<file path="config.mk">
export PLATFORM = sky130hd
export DESIGN_NAME = sgs_serdes_top
export DESIGN_NICKNAME = d
export VERILOG_FILES = /design/src/design/sgs_pkg.sv /design/src/design/sgs_serdes_top.sv /design/src/design/sgs_rx_deser.sv
export VERILOG_INCLUDE_DIRS = /design/src /design/src/design
export SDC_FILE = /design/constraint.sdc
export NUM_CORES = 1
export LEC_CHECK = 0
export BUFFER_PORTS_ARGS = -buffer_cell sky130_fd_sc_hd__buf_2
export CAP_MARGIN = 10
export CORE_MARGIN = 1.5
export CORE_UTILIZATION = 30
export DETAILED_ROUTE_END_ITERATION = 7
export GPL_ROUTABILITY_DRIVEN = 0
export PLACE_DENSITY = 0.41
export SLEW_MARGIN = 10
export SYNTH_ARGS = -nofsm -noshare
export SYNTH_HDL_FRONTEND = slang
export SYNTH_SLANG_ARGS = --single-unit
</file>
<file path="constraint.sdc">
create_clock -name mclk_i -period 9.7 [get_ports mclk_i]
set_input_delay 0.97 -clock mclk_i [delete_from_list [all_inputs] [get_ports mclk_i]]
set_output_delay 0.97 -clock mclk_i [all_outputs]
set_load 0.05 [all_outputs]
</file>
<file path="src/design/sgs_regs.svh">
// Constants for the gigabit serializer transmit path
`ifndef SGS_REGS_SVH
`define SGS_REGS_SVH
`define SGS_WORD_W   10     // Encoded word width
`define SGS_HALF_W   5      // Double-edge half width
`define SGS_BIT_MULT 10     // Bit clock to reference clock ratio
`define SGS_LAST_BIT 4'h9   // Index of the last bit of a word
`define SGS_RX_MID   4'h4   // Bit index where receive byte clock rises
`define SGS_PER_W    16     // Width of the reference period counter
`define SGS_TBI_MODE 1'b0   // Width select level for ten-bit mode
`endif

</file>
<file path="src/design/sgs_pkg.sv">
// Types shared by the serializer and the receive deserializer
package sgs_pkg;
`include "sgs_regs.svh"

  typedef logic [`SGS_WORD_W-1:0] sgs_word_t;

  // Transmit side state
  typedef struct packed {
    logic                  ref_s1;
    logic                  ref_s2;
    logic                  ref_d;
    logic                  mode_s1;
    logic                  mode_s2;
    sgs_word_t             td_s1;
    sgs_word_t             td_s2;
    logic                  rx_s1;
    logic                  rx_s2;
    logic [`SGS_PER_W-1:0] per_cnt;
    logic [`SGS_PER_W-1:0] period;
    logic [`SGS_PER_W:0]   acc;
    logic [3:0]            bit_idx;
    logic [`SGS_HALF_W-1:0] low_half;
    sgs_word_t             hold;
    logic                  hold_v;
    sgs_word_t             stage;
    logic                  stage_v;
    sgs_word_t             shift;
    logic                  tx_p;
    logic                  tx_n;
    logic                  tx_oe_n;
  } sgs_tx_state_t;

  // Receive side state
  typedef struct packed {
    sgs_word_t  shift;
    logic [3:0] cnt;
    sgs_word_t  data;
    logic       clk_a;
    logic       clk_b;
    logic       oe_n;
  } sgs_rx_state_t;

endpackage : sgs_pkg

</file>
<file path="src/design/sgs_serdes_top.sv">
// Gigabit serializer transmit path with a simple receive deserializer
`timescale 1ns/1ps
`include "sgs_regs.svh"
// Functional notes
// - Width select low picks ten-bit mode, high picks five-bit double-edge mode.
// - Ten-bit mode: whole word captured on reference clock rising edge.
// - Bit clock is ten times the reference clock; one word per period.
// - Serial output sends bit 0 first, bit 9 last.
// - Double-edge mode: low five lines sampled on both reference edges.
// - Double-edge: bits 0-4 at rising edge, bits 5-9 at next falling edge.
// - Two halves are joined into one word before serializing.
// - During reset byte clocks, receive data and serial pair float.
// - Incoming serial stream retimed, deserialized into 10-bit bytes.
// - Ten-bit mode: load to bit 9 sent takes 19 to 20 bit times.
// - Double-edge mode: load to bit 9 sent takes 29 to 30 bit times.
module sgs_serdes_top
  import sgs_pkg::*;
(
  input  wire logic      mclk_i,
  input  wire logic      sys_rst_i,
  input  wire logic      reference_clock_in_i,
  input  wire logic      interface_width_select_i,
  input  wire sgs_word_t transmit_parallel_bits_i,
  input  wire logic      rx_serial_positive_i,
  input  wire logic      rx_serial_negative_i,
  output logic           serial_out_positive_o,
  output logic           serial_out_negative_o,
  output logic           serial_out_oe_n_o,
  output sgs_word_t      receive_parallel_bits_o,
  output logic           receive_byte_clock_a_o,
  output logic           receive_byte_clock_b_o,
  output logic           receive_oe_n_o
);

  localparam sgs_tx_state_t TX_RST = '{
    ref_s1: 1'b0, ref_s2: 1'b0, ref_d: 1'b0,
    mode_s1: 1'b0, mode_s2: 1'b0,
    td_s1: '0, td_s2: '0,
    rx_s1: 1'b0, rx_s2: 1'b0,
    per_cnt: '0, period: '1, acc: '0,
    bit_idx: `SGS_LAST_BIT,
    low_half: '0, hold: '0, hold_v: 1'b0,
    stage: '0, stage_v: 1'b0,
    shift: '0, tx_p: 1'b0, tx_n: 1'b1, tx_oe_n: 1'b1
  };

  sgs_tx_state_t r_r;
  sgs_tx_state_t r_nxt;
  logic          ref_rise;
  logic          ref_fall;
  logic          ddr_mode;
  logic          bit_stb;
  logic [`SGS_PER_W:0] acc_sum;
  sgs_word_t     load_word;
  logic          load_v;

  // Edge and mode decode from the synchronised pins
  assign ref_rise = r_r.ref_s2 & ~r_r.ref_d;
  assign ref_fall = ~r_r.ref_s2 & r_r.ref_d;
  assign ddr_mode = (r_r.mode_s2 != `SGS_TBI_MODE);
  assign acc_sum  = r_r.acc + (`SGS_PER_W+1)'(`SGS_BIT_MULT);

  // Double-edge words pass one extra stage to meet their longer latency
  assign load_word = ddr_mode ? r_r.stage : r_r.hold;
  assign load_v    = ddr_mode ? r_r.stage_v : r_r.hold_v;

  always_comb begin
    r_nxt   = r_r;
    bit_stb = 1'b0;

    // Every pin passes two flip-flops; the first is read only here
    r_nxt.ref_s1  = reference_clock_in_i;
    r_nxt.ref_s2  = r_r.ref_s1;
    r_nxt.ref_d   = r_r.ref_s2;
    r_nxt.mode_s1 = interface_width_select_i;
    r_nxt.mode_s2 = r_r.mode_s1;
    r_nxt.td_s1   = transmit_parallel_bits_i;
    r_nxt.td_s2   = r_r.td_s1;
    r_nxt.rx_s1   = rx_serial_positive_i & ~rx_serial_negative_i;
    r_nxt.rx_s2   = r_r.rx_s1;

    // Reference period in system clocks, measured rise to rise
    if (ref_rise) begin
      r_nxt.period  = r_r.per_cnt + `SGS_PER_W'(1);
      r_nxt.per_cnt = '0;
    end else if (r_r.per_cnt != '1) begin
      r_nxt.per_cnt = r_r.per_cnt + `SGS_PER_W'(1);
    end

    // Fractional divider: ten bit strobes per reference period.
    // Bit 0 is pinned to the rising edge so the word rate tracks it.
    if (ref_rise) begin
      bit_stb       = 1'b1;
      r_nxt.acc     = '0;
      r_nxt.bit_idx = 4'h0;
    end else if (r_r.bit_idx != `SGS_LAST_BIT) begin
      if (acc_sum >= {1'b0, r_r.period}) begin
        bit_stb       = 1'b1;
        r_nxt.acc     = acc_sum - {1'b0, r_r.period};
        r_nxt.bit_idx = r_r.bit_idx + 4'h1;
      end else begin
        r_nxt.acc = acc_sum;
      end
    end

    // Parallel capture on reference edges
    if (ref_rise) begin
      if (ddr_mode) begin
        r_nxt.low_half = r_r.td_s2[`SGS_HALF_W-1:0];
        r_nxt.stage    = r_r.hold;
        r_nxt.stage_v  = r_r.hold_v;
      end else begin
        r_nxt.hold   = r_r.td_s2;
        r_nxt.hold_v = 1'b1;
      end
    end else if (ref_fall && ddr_mode) begin
      // Upper lines are never read in this mode
      r_nxt.hold   = {r_r.td_s2[`SGS_HALF_W-1:0], r_r.low_half};
      r_nxt.hold_v = 1'b1;
    end

    // Serializer: load on rising edge, shift right on each bit strobe
    if (ref_rise && load_v) begin
      r_nxt.shift   = load_word;
      r_nxt.tx_p    = load_word[0];
      r_nxt.tx_n    = ~load_word[0];
      r_nxt.tx_oe_n = 1'b0;
    end else if (bit_stb) begin
      r_nxt.shift = {1'b0, r_r.shift[`SGS_WORD_W-1:1]};
      r_nxt.tx_p  = r_r.shift[1];
      r_nxt.tx_n  = ~r_r.shift[1];
    end
  end

  // Single register for all transmit state; outputs float in reset
  always_ff @(posedge mclk_i) begin
    if (sys_rst_i) begin
      r_r <= TX_RST;
    end else begin
      r_r <= r_nxt;
    end
  end

  // Receive side reuses the reference-derived bit strobe for retiming
  sgs_rx_deser u_rx (
    .mclk_i    (mclk_i),
    .sys_rst_i (sys_rst_i),
    .bit_stb_i (bit_stb),
    .rx_bit_i  (r_r.rx_s2),
    .rx_data_o (receive_parallel_bits_o),
    .rbc_a_o   (receive_byte_clock_a_o),
    .rbc_b_o   (receive_byte_clock_b_o),
    .rx_oe_n_o (receive_oe_n_o)
  );

  // Each leg has its own flop so no inverter skews the pair at the pin
  assign serial_out_positive_o = r_r.tx_p;
  assign serial_out_negative_o = r_r.tx_n;
  assign serial_out_oe_n_o     = r_r.tx_oe_n;

endmodule : sgs_serdes_top

</file>
<file path="src/design/sgs_rx_deser.sv">
// Receive deserializer: retimed serial bits into 10-bit bytes
`timescale 1ns/1ps
`include "sgs_regs.svh"
module sgs_rx_deser
  import sgs_pkg::*;
(
  input  wire logic      mclk_i,
  input  wire logic      sys_rst_i,
  input  wire logic      bit_stb_i,
  input  wire logic      rx_bit_i,
  output sgs_word_t      rx_data_o,
  output logic           rbc_a_o,
  output logic           rbc_b_o,
  output logic           rx_oe_n_o
);

  sgs_rx_state_t r_r;
  sgs_rx_state_t r_nxt;

  // Bits arrive bit 0 first, so they enter at the top and move down
  always_comb begin
    r_nxt = r_r;
    r_nxt.oe_n = 1'b0;
    r_nxt.clk_b = 1'b0;  // Second byte clock idles in full-rate mode
    if (bit_stb_i) begin
      r_nxt.shift = {rx_bit_i, r_r.shift[`SGS_WORD_W-1:1]};
      if (r_r.cnt == `SGS_LAST_BIT) begin
        r_nxt.cnt   = 4'h0;
        r_nxt.data  = {rx_bit_i, r_r.shift[`SGS_WORD_W-1:1]};
        r_nxt.clk_a = 1'b0;  // Data changes while clock is low
      end else begin
        r_nxt.cnt = r_r.cnt + 4'h1;
        if (r_r.cnt == `SGS_RX_MID) begin
          r_nxt.clk_a = 1'b1;  // Rising edge mid-byte, data settled
        end
      end
    end
  end

  // Register; outputs float until reset is released
  always_ff @(posedge mclk_i) begin
    if (sys_rst_i) begin
      r_r <= '{shift: '0, cnt: 4'h0, data: '0, clk_a: 1'b0, clk_b: 1'b0, oe_n: 1'b1};
    end else begin
      r_r <= r_nxt;
    end
  end

  assign rx_data_o = r_r.data;
  assign rbc_a_o   = r_r.clk_a;
  assign rbc_b_o   = r_r.clk_b;
  assign rx_oe_n_o = r_r.oe_n;

endmodule : sgs_rx_deser

</file>
## Yosys cells after proc, flatten, opt, wreduce, memory -nomap -nowiden

Cells that the tools add are included.

| operators by class | value |
|---|---|
| bitwise operators | 8 |
| magnitude comparators | 1 |
| reductions and logical operators | 14 |
| $add $sub $neg | 5 |
| multiplexer cells | 18 |
| equal/unequal tests | 5 |

Operators with widths:

| cell | count |
|---|---|
| two-way mux 11 bit | 3 |
| two-way mux 12 bit | 2 |
| adder 17 x 4 -> 17 bit, second input constant | 1 |
| greater-or-equal comparator 17 x 16 -> 1 bit | 1 |
| two-way mux 17 bit | 1 |
| subtractor 17 x 16 -> 17 bit | 1 |
| adder 16 x 1 -> 16 bit, second input constant | 1 |
| two-way mux 4 bit | 4 |
| inequality test 16 bit, second input constant | 1 |
| AND reduction 2 bit | 6 |
| two-way mux 10 bit | 1 |
| nonzero test 2 bit | 5 |
| adder 4 x 1 -> 4 bit, second input constant | 2 |
| two-way mux 1 bit | 7 |
| NOT 1 bit | 5 |
| == test 4 x 3 -> 1 bit, second input constant | 1 |
| == test 4 bit, second input constant | 1 |
| inequality test 4 bit, second input constant | 1 |
| bitwise AND 1 bit | 3 |
| logical AND 1 bit | 2 |
| inequality test 2 bit, second input constant | 1 |
| OR reduction 2 bit | 1 |

| word-level totals | value |
|---|---|
| input port bits | 16 |
| word-level logic and storage cells | 79 |
| register bits after elaboration | 146 |

## Longest topological paths before layout

| depth | value |
|---|---|
| depth after elaboration | 7 |
| mapped depth | 16 |
| mapped depth without buffers | 14 |

## Cells and area by module

From an unflattened synthesis, not the netlist that was laid out.

| unflattened totals | value |
|---|---|
| cell total of the unflattened synthesis | 789 |
| area, all modules | 6885.4 sq um |

By module, submodules not included:

| module | area an instance (sq um) | instances | cells each |
|---|---|---|---|
| sgs_serdes_top | 5744.3 | 1 | 679 |
| sgs_rx_deser | 1141.1 | 1 | 110 |

## Least setup slack after synthesis

No wires, ideal clock.

| timing | value |
|---|---|
| kind | register to register |
| start | reg r_r[48] (netlist bit) |
| end | reg u_rx.r_r, in the netlist u_rx.rx_data_o[7] |
| stages on the path, launching flop included | 14 |
| required time | 9.628 ns |
| arrival time | 3.296 ns |
| buffers on the path | 1 |
| setup slack | 6.332 ns |
| path through | dfxtp_1 > nand4_1 > or3_1 > nor2_1 > nand3_1 > xnor2_1 > ha_1 > and3_1 > nand4_1 > o311a_1 > buf_2 > a21oi_4 > o2111a_2 > mux2i_1 |

| between the ends | value |
|---|---|
| word-level cells in the longest chain between the ends | 6 |

Ends and longest elaborated chain:

| item | line | text |
|---|---|---|
| start, declared | sgs_serdes_top.sv:47 | `sgs_tx_state_t r_r;` |
| start signal, assigned | sgs_serdes_top.sv:140 | `r_r <= r_nxt;` |
| adder 17 x 4 -> 17 bit | sgs_serdes_top.sv:61 | `` assign acc_sum = r_r.acc + (`SGS_PER_W+1)'(`SGS_BIT_MULT); `` |
| greater-or-equal comparator 17 x 16 -> 1 bit | sgs_serdes_top.sv:97 | `if (acc_sum >= {1'b0, r_r.period}) begin` |
| two-way mux 1 bit | sgs_serdes_top.sv:97 |  |
| two-way mux 1 bit | sgs_serdes_top.sv:96 | `` end else if (r_r.bit_idx != `SGS_LAST_BIT) begin `` |
| two-way mux 1 bit | sgs_serdes_top.sv:92 | `if (ref_rise) begin` |
| AND reduction 2 bit (no source line) | - |  |
| end signal, assigned | sgs_rx_deser.sv:43 | `r_r <= '{shift: '0, cnt: 4'h0, data: '0, clk_a: 1'b0, clk_b: 1'b0, oe_n: 1'b1};` |
| end signal, assigned | sgs_rx_deser.sv:45 | `r_r <= r_nxt;` |
| end, declared | sgs_rx_deser.sv:17 | `sgs_rx_state_t r_r;` |

No other way between the ends.
A chain may end at the register's enable or synchronous reset.

## Final worst setup path

| timing | value |
|---|---|
| start | reg r_r[48] (netlist bit) |
| end | reg r_r[11] (netlist bit) |

| between the ends | value |
|---|---|
| word-level cells in the longest chain between the ends | 6 |

Ends and longest elaborated chain:

| item | line |
|---|---|
| adder 17 x 4 -> 17 bit | sgs_serdes_top.sv:61 |
| greater-or-equal comparator 17 x 16 -> 1 bit | sgs_serdes_top.sv:97 |
| two-way mux 1 bit | sgs_serdes_top.sv:97 |
| two-way mux 1 bit | sgs_serdes_top.sv:96 |
| two-way mux 1 bit | sgs_serdes_top.sv:92 |
| nonzero test 2 bit (no source line) | - |

No other way between the ends.

==> metrics.md <==
| Metric | Value |
|---|---|
| Yosys warnings | `0` |
| Clock Skews | `0.0133 ns` |
| First-pass DRT Iterations | `5` |
| Hold Startpoint | `r_nxt[104]` |
| Post-Syn Nets | `829` |
| Max cap viols | `0` |
| Power share of the sequential group | `43.9%` |
| Final core utilization | `34.8%` |
| R2R setup slack | `5.36 ns` |
| Adder-cell area share of the yosys netlist | `3.97%` |
| LEAKAGE | `3.11 nW` |
| Crit Path Class | `reg -> reg` |
| Syn avg cell area | `8.59 um^2` |
| Initial antenna violation count | `0` |
| Synth cell count leaders | `dfxtp_1, nand2_1, a21oi_1` |
| CP max stage delay | `0.96 ns` |
| WL final | `16900 um` |
| Syn-to-layout area delta | `12.9%` |
| Share of cells above drive strength 1 | `11.6%` |
| Crit-path cells | `nand4_1, or3_1, nor2_1, xor2_1, ha_1, a21oi_1, o21ai_0, o311a_1, nor2_1, o21ai_0, o221a_2` |
| CP startpoint | `r_r[48]` |
| Pwr/cell area | `187 nW/um^2` |
| Status | `completed` |
| I/O Buffers | `30` |
| Worst slew margin | `16.9%` |
| Cell row count | `54` |
| FF+latch count, synth | `144` |
| Post-synth top flop | `dfxtp_1` |
| Post-synth EDFFs | `0` |
| WP data required | `10.01 ns` |
| # diodes | `0` |
| Type of destination of the critical path | `flip-flop` |
| Sequential cell area | `2880 um^2` |
| Post-Synth Simple-Gate Area | `18.6%` |
| Final critical path time including I/O delays and setup | `4.34 ns` |
| Arrival @ worst endpoint | `4.65 ns` |
| Post-synth top area cell | `dfxtp_1` |
| Synth top area share | `42.4%` |
| Core ar. | `22000 um^2` |
| Largest family of logic cells by synthesized area | `compound AO/OA/AOI/OAI gates` |
| CTS Root Cell | `clkbuf_16` |
| Starting Density | `30.9%` |
| Cell-internal power | `1.04 mW` |
| Synth async-reset ratio | `0%` |
| First-pass GRT wire length | `28000 um` |
| Sw Ratio | `27.6%` |
| Num CTS Buffers | `17` |
| Post-synthesis cell count | `792` |
| Worst r2r src | `r_r[48]` |
| Logic pwr share | `10.6%` |
| Pin slew with the least headroom to its limit | `1.24 ns` |
| Post-route worst setup slack | `5.36 ns` |
| Hold Path Depth | `1` |
| Setup WS pre-CTS | `5.42 ns` |
| DR DRC count | `0` |
| Nature of the critical path startpoint | `flip-flop` |
| # hold bufs at CTS | `0` |
| CTS Sinks | `144` |
| Post-CTS setup buffers | `0` |
| Multi-input gate area | `3560 um^2` |
| Post-synthesis mux area share | `5.94%` |
| Grt total ovfl | `0` |
| Most frequent cell after synthesis | `dfxtp_1` |
| Netlist cell types | `63` |
| DR iter-0 viols | `312` |
| Post-route ant nets | `0` |
| Max Root-Sink Buffers | `2` |
| Nets | `829` |
| Fillers | `2307` |
| CP top delay family | `simple AND/OR/NAND/NOR gates` |
| Bufs and invs on worst path | `0` |
| CTS tree | `done` |
| Tcrit/Tclk final | `44.8%` |
| RSZ-0062 raised after global routing | `no` |
| WHS Endpoint | `r_r[104]` |
| Via count | `5521` |
| Vias per cell | `5.09` |
| Tightest Hold Check Type | `reg -> reg` |
| Post-DP HPWL | `11300 um` |
| # IOs | `32` |
| WL per Instance | `15.6 um` |
| Setup violators final | `0` |
| Htree depth | `4` |
| Vias in the first global route | `5335` |
| GR Util All Layers | `14.9%` |
| Setup TNS | `0 ns` |
| Ranking of synthesized cells by area | `dfxtp_1, nand2_1, mux2i_1` |
| Largest net degree at the start of global routing | `65` |
| Slew Viols, Final | `0` |
| # resized after CTS | `0` |
| Slowest CP cell | `nor2_1` |
| Final Hold Vio Count | `0` |
| R2R depth | `11` |
| Mapped Area | `6800 um^2` |
| Clock Latency Late Sink | `0.42 ns` |
| Die area | `23600 um^2` |
| Die height | `154 um` |
| Max FO, Critical Path | `15` |
| Power share of the clock group | `45.5%` |
| Sequential-to-total area share from yosys stat | `42.4%` |
| Synth Area in Compound Gates | `19.0%` |
| Worst IR drop on VDD | `96.1 uV` |
| Worst R2R End | `r_r[11]` |
| CTS clk-pin slew, worst paths | `0.07 ns` |
| Max Freq | `0.230 GHz` |
| Sw power | `0.396 mW` |
| Die width | `154 um` |
| XOR/XNOR Fraction of Synth Area | `4.77%` |
-- registers in the layout, indices dropped and copies added (netlist names), 10 cells and up --
register	flops
r_nxt	14
r_r	102
u_rx.r_r	13
u_rx.rx_data_o	10
-- worst max path at each step --
stage                         to  slack (ns)  cells after the start
2_1_floorplan  u_rx.rx_data_o[7]        6.33                     13
3_3_place_gp             r_r[11]        5.57                     11
3_5_place_dp             r_r[11]        5.42                     11
4_1_cts                  r_r[11]        5.37                     11
5_1_grt                  r_r[11]        5.05                     11
6_report                 r_r[11]        5.36                     11
-- cell families (layout without fill, tap and decap cells) --
logic type / count (synthesis) / in the layout
buffers and inverters: 83 / 95
AND/OR/NAND/NOR: 271 / 271
other: 1 / 1
AO/OA/AOI/OAI: 196 / 196
multiplexers: 39 / 39
flip-flops: 144 / 144
XOR/XNOR: 37 / 37
adder cells (fa/ha/maj): 21 / 21
-- metrics by stage --
| stage | power (mW) | hold slack, ns | area (um^2) | std cells |
|---|---|---|---|---|
| 6_report | 1.43 | 0.438 | 7670 | 1084 |
| 5_1_grt | 1.50 | 0.458 | 7670 | 1084 |
| 4_1_cts | 1.45 | 0.442 | 7670 | 1084 |
| 3_5_place_dp | 0.795 | 0.426 | 7090 | 1053 |
| 3_3_place_gp | 0.793 | 0.418 | 7090 | 1053 |
| 2_1_floorplan | 0.753 | 0.414 | 6800 | 792 |
-- layout by cell type, fill, tap and decap left out, types with 3 or more instances in the layout --
master / count
o32ai_1: 3
inv_1: 27
a21o_1: 4
clkinvlp_4: 3
or4_1: 3
mux2_2: 11
and3_1: 12
dfxtp_1: 144
ha_1: 20
mux2i_1: 28
a311oi_1: 10
o21ai_1: 7
clkbuf_16: 17
a31oi_1: 13
xnor2_1: 21
nor2b_1: 30
inv_6: 4
a211oi_1: 10
o211ai_1: 17
buf_4: 6
nand2_1: 126
o2111ai_1: 3
nor2_1: 45
o22ai_1: 5
or3_1: 6
o21ai_0: 42
a21oi_1: 54
inv_8: 4
xor2_1: 16
nand3_1: 24
buf_2: 30
o21a_1: 5
nand4_1: 6
-- cell type report --
type	instances	area share (%)
Sequential cell	144	37.6
Clock buffer	18	5.72
Multi-Input combinational cell	565	46.4
Inverter	28	1.37
Timing Repair Buffer	36	2.54
Tap cell	280	4.56
Clock inverter	13	1.84
-- layer usage --
metal	up-vias	share of wire (%)	track usage (%)
li1	2780	-	-
met1	2629	47	18.6
met2	96	47	25.3
met3	16	3.5	3.02
met4	0	1.7	5.22
met5	-	0	0
-- power groups by stage --
| stage | clock (mW) | sequential (mW) | combinational [mW] |
|---|---|---|---|
| after floorplan | 0 | 0.638 | 0.115 |
| after detailed placement | 0 | 0.642 | 0.152 |
| after CTS | 0.671 | 0.629 | 0.153 |
| after global routing | 0.698 | 0.632 | 0.169 |
| final | 0.652 | 0.629 | 0.152 |
| after global placement | 0 | 0.642 | 0.151 |
Note: power is estimated with default switching activity, not from simulation.
